[config.mk]
export PLATFORM = sky130hd
export DESIGN_NAME = cpu_timing_loop_control
export DESIGN_NICKNAME = d
export VERILOG_FILES = /design/src/core/cpu_timing_pkg.sv /design/src/core/switch_filter.sv /design/src/core/cpu_timing_loop_control.sv
export VERILOG_INCLUDE_DIRS = /design/src /design/src/core
export SDC_FILE = /design/constraint.sdc
export NUM_CORES = 1
export LEC_CHECK = 0
export BUFFER_PORTS_ARGS = -buffer_cell sky130_fd_sc_hd__buf_2
export CORE_MARGIN = 10
export CORE_UTILIZATION = 55
export CTS_CLUSTER_SIZE = 25
export DETAILED_ROUTE_END_ITERATION = 16
export PLACE_DENSITY = 0.8
export SETUP_SLACK_MARGIN = 0.02
export SLEW_MARGIN = 5
export SYNTH_ARGS = -nofsm -noshare
export SYNTH_HDL_FRONTEND = slang
export SYNTH_SLANG_ARGS = --single-unit
[constraint.sdc]
create_clock -name mclk -period 3.6 [get_ports mclk]
set_input_delay 0.9 -clock mclk [delete_from_list [all_inputs] [get_ports mclk]]
set_output_delay 0.9 -clock mclk [all_outputs]
set_load 0.05 [all_outputs]
[src/core/cpu_timing_cfg.svh]
// Purpose: Timing constants for the machine-timing and loop-control block
// Assumes: mclk runs at 40 MHz; the timing source is a 10 MHz oscillator
// Notes:   Cycle counts are derived from the times, never typed directly
`ifndef CPU_TIMING_CFG_SVH
`define CPU_TIMING_CFG_SVH

// Clock and oscillator rates
`define TLC_MCLK_PERIOD_NS 25
`define TLC_OSC_FREQ_MHZ 10

// Oscillator half period in ns and in mclk cycles (50 ns -> 2 cycles)
`define TLC_OSC_HALF_NS (1000 / (2 * `TLC_OSC_FREQ_MHZ))
`define TLC_OSC_HALF_CYC (`TLC_OSC_HALF_NS / `TLC_MCLK_PERIOD_NS)

// Phase clock pulse width limits; least time rounds up, longest rounds down
`define TLC_PH_PULSE_MIN_NS 45
`define TLC_PH_PULSE_MAX_NS 55
`define TLC_PH_PULSE_MIN_CYC \
    ((`TLC_PH_PULSE_MIN_NS + `TLC_MCLK_PERIOD_NS - 1) / `TLC_MCLK_PERIOD_NS)
`define TLC_PH_PULSE_MAX_CYC (`TLC_PH_PULSE_MAX_NS / `TLC_MCLK_PERIOD_NS)

// Time state and machine cycle
`define TLC_TIME_STATE_NS 200
`define TLC_TIME_STATE_CYC (`TLC_TIME_STATE_NS / `TLC_MCLK_PERIOD_NS)
`define TLC_CYCLE_NS 1600
`define TLC_CYCLE_CYC (`TLC_CYCLE_NS / `TLC_MCLK_PERIOD_NS)

// Strobe-enable low pulse while instruction loop is selected
`define TLC_SEN_LOW_NS 400
`define TLC_SEN_LOW_CYC (`TLC_SEN_LOW_NS / `TLC_MCLK_PERIOD_NS)

// Ring positions of interest and reset values
`define TLC_STATE_FIRST 3'h0
`define TLC_STATE_LAST_SET 3'h6
`define TLC_STATE_FINAL 3'h7
`define TLC_SUB_FINAL 2'h3
`define TLC_RST_RING 3'h7
`define TLC_RST_SUB 2'h3

`endif

[src/core/cpu_timing_pkg.sv]
// Purpose: Types shared by the machine-timing block and its input filter
// Assumes: Constants live in cpu_timing_cfg.svh
// Notes:   One packed struct per module holds its state, bar the check counters
package cpu_timing_pkg;

    typedef enum logic [1:0] {
        PH_FETCH,
        PH_INDIRECT,
        PH_EXECUTE,
        PH_INTERRUPT
    } machine_phase_t;

    typedef struct packed {
        logic s1;
        logic s2;
        logic s3;
        logic level;
    } filt_state_t;

    typedef struct packed {
        logic [1:0] half_cnt;
        logic osc;
        logic [1:0] sub;
        logic [2:0] ring;
        logic phase_ff1;
        logic phase_ff2;
        logic strobe;
        logic strobe_aux;
        logic rc1;
        logic rc2;
        logic last_state;
        logic phase_clk;
        machine_phase_t phase;
        logic step;
        logic sen_n;
    } timing_state_t;

endpackage

[src/core/switch_filter.sv]
// Purpose: Three-flop synchroniser and agreement filter for a panel switch
// Assumes: The switch level is static and asynchronous to mclk
// Notes:   The first flop feeds only the second, so metastability stays put
`timescale 1ns/1ps
`include "cpu_timing_cfg.svh"

module switch_filter
    import cpu_timing_pkg::*;
(
    input wire logic mclk,
    input wire logic nrst,
    input wire logic raw,
    output logic level
);

    filt_state_t st_q;
    filt_state_t st_d;

    // Shift the level in; accept a change once flops two and three agree
    always_comb begin
        st_d = st_q;
        st_d.s1 = raw;
        st_d.s2 = st_q.s1;
        st_d.s3 = st_q.s2;
        if (st_q.s2 == st_q.s3) begin
            st_d.level = st_q.s3;
        end
    end

    // Synchronous reset to a known deasserted level
    always_ff @(posedge mclk) begin
        if (!nrst) begin
            st_q <= '0;
        end else begin
            st_q <= st_d;
        end
    end

    assign level = st_q.level;

endmodule

[src/core/cpu_timing_loop_control.sv]
// Purpose: Machine-timing generator with phase and instruction loop controls
// Assumes: mclk at 40 MHz stands for the 10 MHz crystal source; switches static
// Notes:   All outputs are flops; a 1.6 us cycle is 64 mclk cycles
`timescale 1ns/1ps
`include "cpu_timing_cfg.svh"

module cpu_timing_loop_control
    import cpu_timing_pkg::*;
(
    input wire logic mclk,
    input wire logic nrst,
    input wire logic phase_normal_select,
    input wire logic instruction_loop_select,
    input wire logic step_request,
    input wire machine_phase_t next_phase,
    output logic clock_phase_ff_first,
    output logic clock_phase_ff_second,
    output logic time_strobe,
    output logic time_strobe_aux,
    output logic ring_clock_first,
    output logic ring_clock_second,
    output logic [2:0] time_state,
    output logic last_time_state_ff,
    output logic phase_clock,
    output machine_phase_t machine_phase,
    output logic register_step_strobe,
    output logic strobe_enable_n
);

    localparam logic [1:0] HALF_LAST = 2'(`TLC_OSC_HALF_CYC - 1);
    localparam int CYCLE_CYC = `TLC_CYCLE_CYC;
    localparam int STATE_CYC = `TLC_TIME_STATE_CYC;

    timing_state_t st_q;
    timing_state_t st_d;
    logic normal_f;
    logic iloop_f;
    logic osc_edge;
    logic ring_adv;

    // Panel switches are asynchronous, so both pass the agreement filter
    switch_filter u_normal_filter (
        .mclk(mclk),
        .nrst(nrst),
        .raw(phase_normal_select),
        .level(normal_f)
    );

    switch_filter u_iloop_filter (
        .mclk(mclk),
        .nrst(nrst),
        .raw(instruction_loop_select),
        .level(iloop_f)
    );

    // Each oscillator half period ends on osc_edge; four halves make a time state
    assign osc_edge = (st_q.half_cnt == HALF_LAST);
    assign ring_adv = osc_edge && (st_q.sub == `TLC_SUB_FINAL);

    // Next state: divider, phase flops, gates, ring and loop controls
    always_comb begin
        st_d = st_q;
        st_d.half_cnt = osc_edge ? 2'h0 : st_q.half_cnt + 2'h1;
        if (osc_edge) begin
            st_d.osc = ~st_q.osc;
            st_d.sub = st_q.sub + 2'h1;
        end
        if (ring_adv) begin
            st_d.ring = st_q.ring + 3'h1;
        end
        // Quadrature pair: first high in sub 0-1, second high in sub 1-2
        st_d.phase_ff1 = (st_d.sub == 2'h0) || (st_d.sub == 2'h1);
        st_d.phase_ff2 = (st_d.sub == 2'h1) || (st_d.sub == 2'h2);
        // Separate gates on the first flop; a shared fault shows on both
        st_d.strobe = st_d.phase_ff1 & ~st_d.phase_ff2;
        st_d.strobe_aux = st_d.phase_ff1 & st_d.phase_ff2;
        // Shared gating on the second flop; rc1 ends where the ring steps
        st_d.rc2 = st_d.phase_ff2 & ~st_d.phase_ff1;
        st_d.rc1 = ~st_d.phase_ff2 & ~st_d.phase_ff1;
        // Last time state flop sets at entry to state 6 and clears at entry to 0
        if (ring_adv && st_q.ring == (`TLC_STATE_LAST_SET - 3'h1)) begin
            st_d.last_state = 1'b1;
        end else if (ring_adv && st_q.ring == `TLC_STATE_FINAL) begin
            st_d.last_state = 1'b0;
        end
        // One half-period pulse at the start of each cycle unless phase loop is selected
        st_d.phase_clk = st_d.strobe && (st_d.ring == `TLC_STATE_FIRST) && normal_f;
        // Phase flops move only on the phase clock pulse
        if (st_q.phase_clk) begin
            st_d.phase = next_phase;
        end
        // Step strobe in state 6 when asked, unless instruction loop holds it
        st_d.step = st_d.strobe && (st_d.ring == `TLC_STATE_LAST_SET) && step_request
                    && !iloop_f;
        // Low across states 6 and 7, i.e. 400 ns, only while looping
        st_d.sen_n = ~(iloop_f && (st_d.ring[2:1] == 2'b11));
    end

    // Reset parks the ring at the last state so the first step enters state 0
    always_ff @(posedge mclk) begin
        if (!nrst) begin
            st_q <= '{half_cnt: 2'h0, osc: 1'b0, sub: `TLC_RST_SUB,
                      ring: `TLC_RST_RING, phase_ff1: 1'b0, phase_ff2: 1'b0, strobe: 1'b0,
                      strobe_aux: 1'b0, rc1: 1'b1, rc2: 1'b0, last_state: 1'b1,
                      phase_clk: 1'b0, phase: PH_FETCH, step: 1'b0,
                      sen_n: 1'b1};
        end else begin
            st_q <= st_d;
        end
    end

    // Outputs come straight from the state flops
    assign clock_phase_ff_first = st_q.phase_ff1;
    assign clock_phase_ff_second = st_q.phase_ff2;
    assign time_strobe = st_q.strobe;
    assign time_strobe_aux = st_q.strobe_aux;
    assign ring_clock_first = st_q.rc1;
    assign ring_clock_second = st_q.rc2;
    assign time_state = st_q.ring;
    assign last_time_state_ff = st_q.last_state;
    assign phase_clock = st_q.phase_clk;
    assign machine_phase = st_q.phase;
    assign register_step_strobe = st_q.step;
    assign strobe_enable_n = st_q.sen_n;

    // Helper counters that only the checks below read
    logic [3:0] ph_hi_cnt;
    logic [5:0] sen_lo_cnt;
    logic [5:0] iloop_steady_cnt;
    logic iloop_prev;

    always_ff @(posedge mclk) begin
        if (!nrst) begin
            ph_hi_cnt <= 4'h0;
            sen_lo_cnt <= 6'h00;
            iloop_steady_cnt <= 6'h00;
            iloop_prev <= 1'b0;
        end else begin
            ph_hi_cnt <= phase_clock ? ph_hi_cnt + 4'h1 : 4'h0;
            sen_lo_cnt <= strobe_enable_n ? 6'h00 : sen_lo_cnt + 6'h01;
            iloop_prev <= iloop_f;
            if (iloop_f != iloop_prev) begin
                iloop_steady_cnt <= 6'h00;
            end else if (iloop_steady_cnt != 6'h3F) begin
                iloop_steady_cnt <= iloop_steady_cnt + 6'h01;
            end
        end
    end
endmodule

==> flow_summary.ini, run 1 <==
[power]
ir_drop_mv = 0.416
design_power_total_mw = 0.710
p_leak_nw = 0.528
power.density_nw_per_um2 = 614

[logic_synthesis]
seq_area_frac_synth_pct = 52.2
synthCells = 96
yosys.area.top_type = dfxtp_1
synthFlopType = dfxtp_1
synth_cell_types = 25
ys_warn_count = 0
synth_edf_count = 0
yosys-top-cells-area = dfxtp_1 (52%), ha_1 (12%), and2_1 (6.6%)
yosysTopAreaCellShare_pct = 52.2
syn-cell-area_sq_um = 1040
synth_async_sr_flop_share_pct = 0
synth-seq-cells = 27
syn_nets = 113
syn_avg_cell_area_sq_um = 10.8

[global_route]
grt_pass1_wl_microns = 2950
grt_pass1_vias = 703
grt_max_degree = 25
antenna_found_initial = 0
grt-ovfl-total = 0
grt_use_total_pct = 8.92

[finish]
instances_no_fill = 139
drive_above_1_share_pct = 24.6
areaGrowthSynthToFinish_pct = 11.7
fin_nets = 132
final_area_sq_um = 1160
diodes = 0

[placed_design]
dpl.cell_count = 135
dp_hpwl_microns = 1290
port_buffers = 21
gp_congestion = 0.791
pre_cts_slack_ns = 1.85
dpl_cell_area_sq_um = 1130

[setup_path]
worstPathMaxFanout = 4
cp_top_family = flip-flops
cp-start-kind = register
required_ns = 2.70
critPathArrivalTime_ns = 1.05
worstSetupEndpointType = output port
crit_type = reg -> out
worstPathCellList = buf_2
r2r_cells = 6
cp_slowest_cell = dfxtp_1
ff2ff_setup_slack_ns = 1.88
timing.rr.start = st_q[18]
slowest_delay_ns = 0.43
worst_r2r_endpoint = register_step_strobe
critPathBufInv = 1

[drt]
drc = 0
drtIter0Drc = 10
via_per_inst = 4.81
wl_per_cell_microns = 12.1
wl_microns = 1690
dr.pass1.iters = 4
drtAntennaViolNets = 0
vias = 669

[clock_network]
cts_buffers = 3
clk_latency_ns = 0.32
clockRootBuffer = clkbuf_4
clk_path_buf_depth = 2
cts.clk_slew.worst_paths_ns = 0.14
postCtsSetupBuffers = 0
tritoncts = built
ctsResizeCount = 0
cts.sinks = 27
htree_levels = 1
holdBufCountCts = 0

[timing]
finalSetupTns_ns = 0
fmax_mhz = 514
min_period_ns = 1.95
period_share_pct = 54.1
maxSlewViolCount = 0
rsz0062_at_grt = no
fin_ws_ns = 1.65
setup_viol = 0
maxSlewHeadroom_pct = 77.7
finalHoldViolations = 0
skew_ns = 0.000855
tightest_slew_ns = 0.326

[run]
drv_cap = 0

[die]
die-area_sq_um = 4020
initial_core_util_pct = 58.7
fp.dieW_microns = 63.4
rows = 15
die_h_microns = 63.4
io_pins = 22
core_sq_um = 1760

[min_path]
min_path_type = reg -> reg
holdCritStartpoint = u_iloop_filter.st_d[2]
whs_path_depth = 1
hold_path_end = u_iloop_filter.st_d[1]

[status]
outcome = completed
kinds of logic after synthesis:
logic type,share of synthesized area (%)
buf+inv,6.16
flops,52.2
xor+xnor,1.69
fa+ha+maj,12.1
mux,5.31
compound gates,3.02
simple gates,19.6
report_power, final:
| part | internal [mW] | leakage [nW] | switching, mW | total [mW] |
|---|---|---|---|---|
| clock | 0.0424 | 0.0139 | 0.0873 | 0.130 |
| combinational | 0.0739 | 0.292 | 0.157 | 0.231 |
| sequential | 0.333 | 0.221 | 0.0174 | 0.350 |
| total | 0.449 | 0.528 | 0.262 | 0.710 |
flip-flops by register name, indices dropped and copies added, names as in the netlist:
signal / flops
clock_phase_ff_second: 1
phase_clock: 1
strobe_enable_n: 1
ring_clock_first: 1
last_time_state_ff: 1
u_iloop_filter.st_q: 1
u_normal_filter.st_d: 2
machine_phase: 2
register_step_strobe: 1
clock_phase_ff_first: 1
time_strobe: 1
ring_clock_second: 1
time_strobe_aux: 1
time_state: 3
u_normal_filter.st_q: 1
u_iloop_filter.level: 1
u_iloop_filter.st_d: 2
st_q: 4
u_normal_filter.level: 1
synth_stat cells, drive strengths merged (2+ instances only):
| cell type | n |
|---|---|
| dfxtp | 27 |
| and2 | 11 |
| ha | 10 |
| nand2 | 9 |
| buf | 5 |
| inv | 5 |
| mux2i | 4 |
| a21boi | 2 |
| clkbuf | 2 |
| nand2b | 2 |
| nand3 | 2 |
| nand3b | 2 |
| nor2 | 2 |
| nor2b | 2 |
| o21ai | 2 |
worst max path at each step:
stage,depth (start not counted),slack (ns),endpoint,from
2_1_floorplan,0,2.05,phase_clock,phase_clock
3_3_place_gp,4,1.91,register_step_strobe,nrst
3_5_place_dp,4,1.85,register_step_strobe,nrst
4_1_cts,1,1.64,time_state[0],time_state[0]
5_1_grt,1,1.56,time_state[0],time_state[0]
6_report,1,1.65,time_state[0],time_state[0]
cell usage in the layout, fill, tap and decap left out, types with 3 or more instances in the layout:
cell type  synthesis  routed
nand2_1            8       8
and2_1            11      11
mux2i_1            4       4
clkbuf_4           0       3
ha_1              10      10
buf_2              0      21
dfxtp_1           27      27
inv_1              5       5
per-layer routing:
layer / vias up / wire length, microns / global-route usage (%) / share of wire [%]
li1: 344 / - / - / -
met1: 310 / 751 / 9.49 / 44
met2: 13 / 799 / 14.6 / 47
met3: 2 / 118 / 3.71 / 7.0
met4: 0 / 17 / 4.92 / 1.0
met5: - / 0 / 0 / 0
per-stage QoR:
| step | hold slack (ns) | utilization, % |
|---|---|---|
| 5_1_grt | 0.484 | 65.6 |
| 2_1_floorplan | 0.401 | - |
| 6_report | 0.455 | 65.6 |
| 3_3_place_gp | 0.415 | 63.9 |
| 4_1_cts | 0.461 | 65.6 |
| 3_5_place_dp | 0.425 | 63.9 |
final cells by class:
cell class                 count  area, sq um
clock buffer                   3         22.5
clock inverter                 1         7.51
fill                         168          607
inverter                       5         18.8
multi-input combinational     57          432
sequential                    27          541
tap                           25         31.3
timing repair buffer          21          105
No activity file was read; power rests on OpenSTA's default activity.
==> inputs of run 2 (changes only) <==
--- a/config.mk
+++ b/config.mk
@@ -8,10 +8,10 @@
 export LEC_CHECK = 0
 export BUFFER_PORTS_ARGS = -buffer_cell sky130_fd_sc_hd__buf_2
 export CORE_MARGIN = 10
-export CORE_UTILIZATION = 55
+export CORE_UTILIZATION = 51
 export CTS_CLUSTER_SIZE = 25
 export DETAILED_ROUTE_END_ITERATION = 16
-export PLACE_DENSITY = 0.8
+export PLACE_DENSITY = 0.75
 export SETUP_SLACK_MARGIN = 0.02
 export SLEW_MARGIN = 5
 export SYNTH_ARGS = -nofsm -noshare
==> constraint.sdc (replaced) <==
create_clock -name mclk -period 1.87 [get_ports mclk]
set_input_delay 0.4675 -clock mclk [delete_from_list [all_inputs] [get_ports mclk]]
set_output_delay 0.4675 -clock mclk [all_outputs]
set_load 0.05 [all_outputs]
==> flow_summary.ini, run 2 (synthesis results as in run 1) <==
[setup_path]
cp_top_family = adder cells
cp-startpoint = st_q[18]
cp_slowest_cell = xnor2_1
timing.rr.start = st_q[18]
worstPathCellList = ha_1 -> xnor2_1 -> ha_1 -> and2_1 -> nand3b_1 -> nor3b_1
cp-start-kind = register
required_ns = 2.12
worstPathMaxFanout = 4
crit_type = reg -> reg
crit_cells = 6
worstSetupEndpointType = register
path_common_cell = ha_1
critPathBufInv = 0
critPathArrivalTime_ns = 1.97
r2r_cells = 6
slowest_delay_ns = 0.37

[min_path]
whs_path_depth = 2
min_path_type = in -> reg
holdCritStartpoint = phase_normal_select

[power]
power.internal_mw = 0.870
p_comb_share_pct = 32.8
switchingPower_mw = 0.511
clkPwrFrac_pct = 18.3
ir_drop_mv = 0.803
seq_power_share_pct = 48.9
power.density_nw_per_um2 = 1190
p_leak_nw = 0.530
p_sw_share_pct = 37.0
design_power_total_mw = 1.38

[clock_network]
cts.clk_slew.worst_paths_ns = 0.15
htree_levels = 1
holdBufCountCts = 0
cts.sinks = 27
postCtsSetupBuffers = 0
cts_buffers = 3
ctsResizeCount = 0
clk_path_buf_depth = 2
clockRootBuffer = clkbuf_4
tritoncts = built
clk_latency_ns = 0.32

[finish]
final_common_cell = dfxtp_1
final_util_pct = 59.9
drive_above_1_share_pct = 25.4
areaGrowthSynthToFinish_pct = 12.3
diodes = 0
top_register = st_q
fillers = 178
largest_register_ffs = 4
mostFrequentLayoutCells = dfxtp_1 (27), buf_2 (21), and2_1 (11)
fin_nets = 132
final_area_sq_um = 1160

[timing]
period_share_pct = 91.8
rsz0062_at_grt = no
tightest_slew_ns = 0.395
min_period_ns = 1.72
setup_viol = 0
fmax_mhz = 583
maxSlewHeadroom_pct = 73.5
maxSlewViolCount = 0
finalHoldViolations = 0
skew_ns = 0.00487
finalSetupTns_ns = 0

[global_route]
grt_pass1_wl_microns = 2840
grt_pass1_vias = 708
grt-ovfl-total = 0
grt_max_degree = 25
antenna_found_initial = 0
grt_use_total_pct = 8.49

[drt]
drc = 0
met2WireLength_microns = 840
wl_microns = 1710
drtIter0Drc = 7
vias = 662
drtAntennaViolNets = 0
highest_layer = met4
met3_length_microns = 120
via_per_inst = 4.70
wl_per_cell_microns = 12.2
dr.pass1.iters = 2
met1_length_microns = 740

[placed_design]
dp_hpwl_microns = 1270
gp_congestion = 0.764
dpl_cell_area_sq_um = 1130
port_buffers = 21

[die]
core_sq_um = 1940
die-area_sq_um = 4230
fp.dieW_microns = 65.1
die_h_microns = 65.1
rows = 16
io_pins = 22
initial_core_util_pct = 53.4

[run]
drv_cap = 0

[status]
outcome = completed
==> run 2: cell counts in the layout (fill, tap and decap cells not counted) <==
Identical to the previous run, type by type.
==> run 2: per-layer routing <==
metal	vias up	global-route usage [%]
li1	340	-
met1	306	8.28
met2	14	14.5
met3	2	3.95
met4	0	4.81
met5	-	0
==> run 2: layout make-up <==
cell class / count / area [sq um] / area share (%)
multi-input cells: 57 / 435 / 37.4
repair buffers: 21 / 105 / 9.03
well taps: 27 / 33.8 / 2.90
clock buffers: 3 / 22.5 / 1.94
clock inverters: 1 / 7.51 / 0.645
inverters: 5 / 18.8 / 1.61
flip-flops and latches: 27 / 541 / 46.5
==> run 2: path summary, 6_finish.rpt <==
check / to / slack [ns]
setup / recovery: register_step_strobe / 0.15
hold / removal: u_normal_filter.st_d[2] / 0.34
setup reg to reg: register_step_strobe / 0.15
hold reg to reg: u_normal_filter.st_d[1] / 0.45
==> run 2: power by group through the flow <==
stage / Combinational (mW) / Sequential (mW) / Clock (mW)
CTS: 0.453 / 0.674 / 0.267
global placement: 0.438 / 0.685 / 0
detailed placement: 0.450 / 0.687 / 0
floorplan: 0.255 / 0.796 / 0
global route: 0.504 / 0.681 / 0.282
finish: 0.453 / 0.675 / 0.253
==> run 2: metrics by stage <==
stage	setup slack, ns	instances	hold WS, ns
final	0.154	141	0.343
after global routing	0.0504	141	0.329
after CTS	0.112	141	0.331
after detailed placement	0.185	137	0.424
after global placement	0.283	137	0.415
after floorplan	0.366	96	0.401
==> run 2: worst register-to-register path: cells and delay by family (launching register included) <==
kind | cells | cell delay (ns)
flip-flops | 1 | 0.36
XOR/XNOR | 1 | 0.37
AND/OR/NAND/NOR | 3 | 0.40
adder cells (fa/ha/maj) | 2 | 0.52
==> inputs of run 3 (changes only) <==
--- a/config.mk
+++ b/config.mk
@@ -11,7 +11,7 @@
 export CORE_UTILIZATION = 51
 export CTS_CLUSTER_SIZE = 25
 export DETAILED_ROUTE_END_ITERATION = 16
-export PLACE_DENSITY = 0.75
+export PLACE_DENSITY_LB_ADDON = 0.05
 export SETUP_SLACK_MARGIN = 0.02
 export SLEW_MARGIN = 5
 export SYNTH_ARGS = -nofsm -noshare
==> flow_summary.ini, run 3 (synthesis results as in run 1) <==
[finish]
areaGrowthSynthToFinish_pct = 12.0
drive_above_1_share_pct = 24.6
final_util_pct = 59.7
instances_no_fill = 141
final_area_sq_um = 1160
largest_register_ffs = 4
diodes = 0
final_common_cell = dfxtp_1
fin_nets = 132
top_register = st_q
mostFrequentLayoutCells = dfxtp_1 (27), buf_2 (21), and2_1 (11)

[drt]
wl_per_cell_microns = 12.0
drtAntennaViolNets = 0
via_per_inst = 4.69
vias = 661
met3_length_microns = 128
wl_microns = 1690
met1_length_microns = 725
met2WireLength_microns = 792
highest_layer = met4
drtIter0Drc = 19
dr.pass1.iters = 3
drc = 0

[setup_path]
cp-start-kind = register
crit_type = reg -> reg
worst_r2r_endpoint = register_step_strobe
critPathArrivalTime_ns = 1.91
cp-startpoint = st_q[18]
worstSetupEndpointType = register
worstPathCellList = ha_1 -> mux2i_1 -> ha_1 -> and2_1 -> nand3b_1 -> nor3b_1
worstPathMaxFanout = 4
critPathCapture = register_step_strobe
ff2ff_setup_slack_ns = 0.22
cp_slowest_cell = dfxtp_1
r2r_cells = 6
required_ns = 2.13
slowest_delay_ns = 0.38
timing.rr.start = st_q[18]
path_common_cell = ha_1

[timing]
rsz0062_at_grt = no
min_period_ns = 1.65
fmax_mhz = 605
whs_ns = 0.332
skew_ns = 0.00588
setup_viol = 0
finalHoldViolations = 0
period_share_pct = 88.3
finalSetupTns_ns = 0
fin_ws_ns = 0.218
tightest_slew_ns = 0.347
maxSlewHeadroom_pct = 76.7
maxSlewViolCount = 0

[clock_network]
tritoncts = built
cts_buffers = 3
clk_latency_ns = 0.33
clockRootBuffer = clkbuf_4
cts.clk_slew.worst_paths_ns = 0.15
holdBufCountCts = 0
cts.sinks = 27
ctsResizeCount = 0
postCtsSetupBuffers = 0
clk_path_buf_depth = 2
htree_levels = 1

[die]
initial_core_util_pct = 53.4
die_h_microns = 65.1
io_pins = 22
die-area_sq_um = 4230
rows = 16
core_sq_um = 1940
fp.dieW_microns = 65.1

[power]
ir_drop_mv = 0.844
p_leak_nw = 0.528
design_power_total_mw = 1.37
power.density_nw_per_um2 = 1180

[placed_design]
dp_hpwl_microns = 1280
gp_congestion = 0.780
pre_cts_slack_ns = 0.218
dpl.cell_count = 137
dpl_cell_area_sq_um = 1130
port_buffers = 21

[global_route]
grt_pass1_wl_microns = 2790
grt_max_degree = 25
grt_use_total_pct = 8.49
antenna_found_initial = 0
grt_pass1_vias = 666
grt-ovfl-total = 0

[run]
drv_cap = 0

[status]
outcome = completed

[min_path]
min_path_type = in -> reg
## run 3: layer usage
| layer | global-route usage (%) | up-vias |
|---|---|---|
| li1 | - | 341 |
| met1 | 8.18 | 297 |
| met2 | 14.3 | 18 |
| met3 | 3.95 | 5 |
| met4 | 5.61 | 0 |
| met5 | 0 | - |
## run 3: worst min-delay path by stage
stage | from | to | slack (ns) | cells past startpoint
floorplan | u_iloop_filter.level | strobe_enable_n | 0.40 | 1
global placement | u_normal_filter.st_d[2] | u_normal_filter.st_d[1] | 0.42 | 1
detailed placement | u_normal_filter.st_d[2] | u_normal_filter.st_d[1] | 0.42 | 1
CTS | instruction_loop_select | u_iloop_filter.st_d[2] | 0.32 | 2
global route | phase_normal_select | u_normal_filter.st_d[2] | 0.33 | 2
finish | phase_normal_select | u_normal_filter.st_d[2] | 0.33 | 2
## run 3: report_power, final
part | total, mW | switching (mW) | internal, mW
sequential | 0.673 | 0.0333 | 0.640
combinational | 0.439 | 0.297 | 0.142
clock | 0.259 | 0.177 | 0.0820
total | 1.37 | 0.507 | 0.865
## run 3: final cells by class
class	instances	area, sq um
repair buffers	21	105
multi-input cells	57	432
well taps	27	33.8
clock inverters	1	7.51
inverters	5	18.8
flip-flops and latches	27	541
fillers	204	782
clock buffers	3	22.5
## run 3: critical path: cells and delay by family, from the launching register on
kind / cells / cell delay (ns)
adders and majority gates: 2 / 0.48
DFF: 1 / 0.38
and+or+nand+nor: 3 / 0.39
muxes: 1 / 0.35
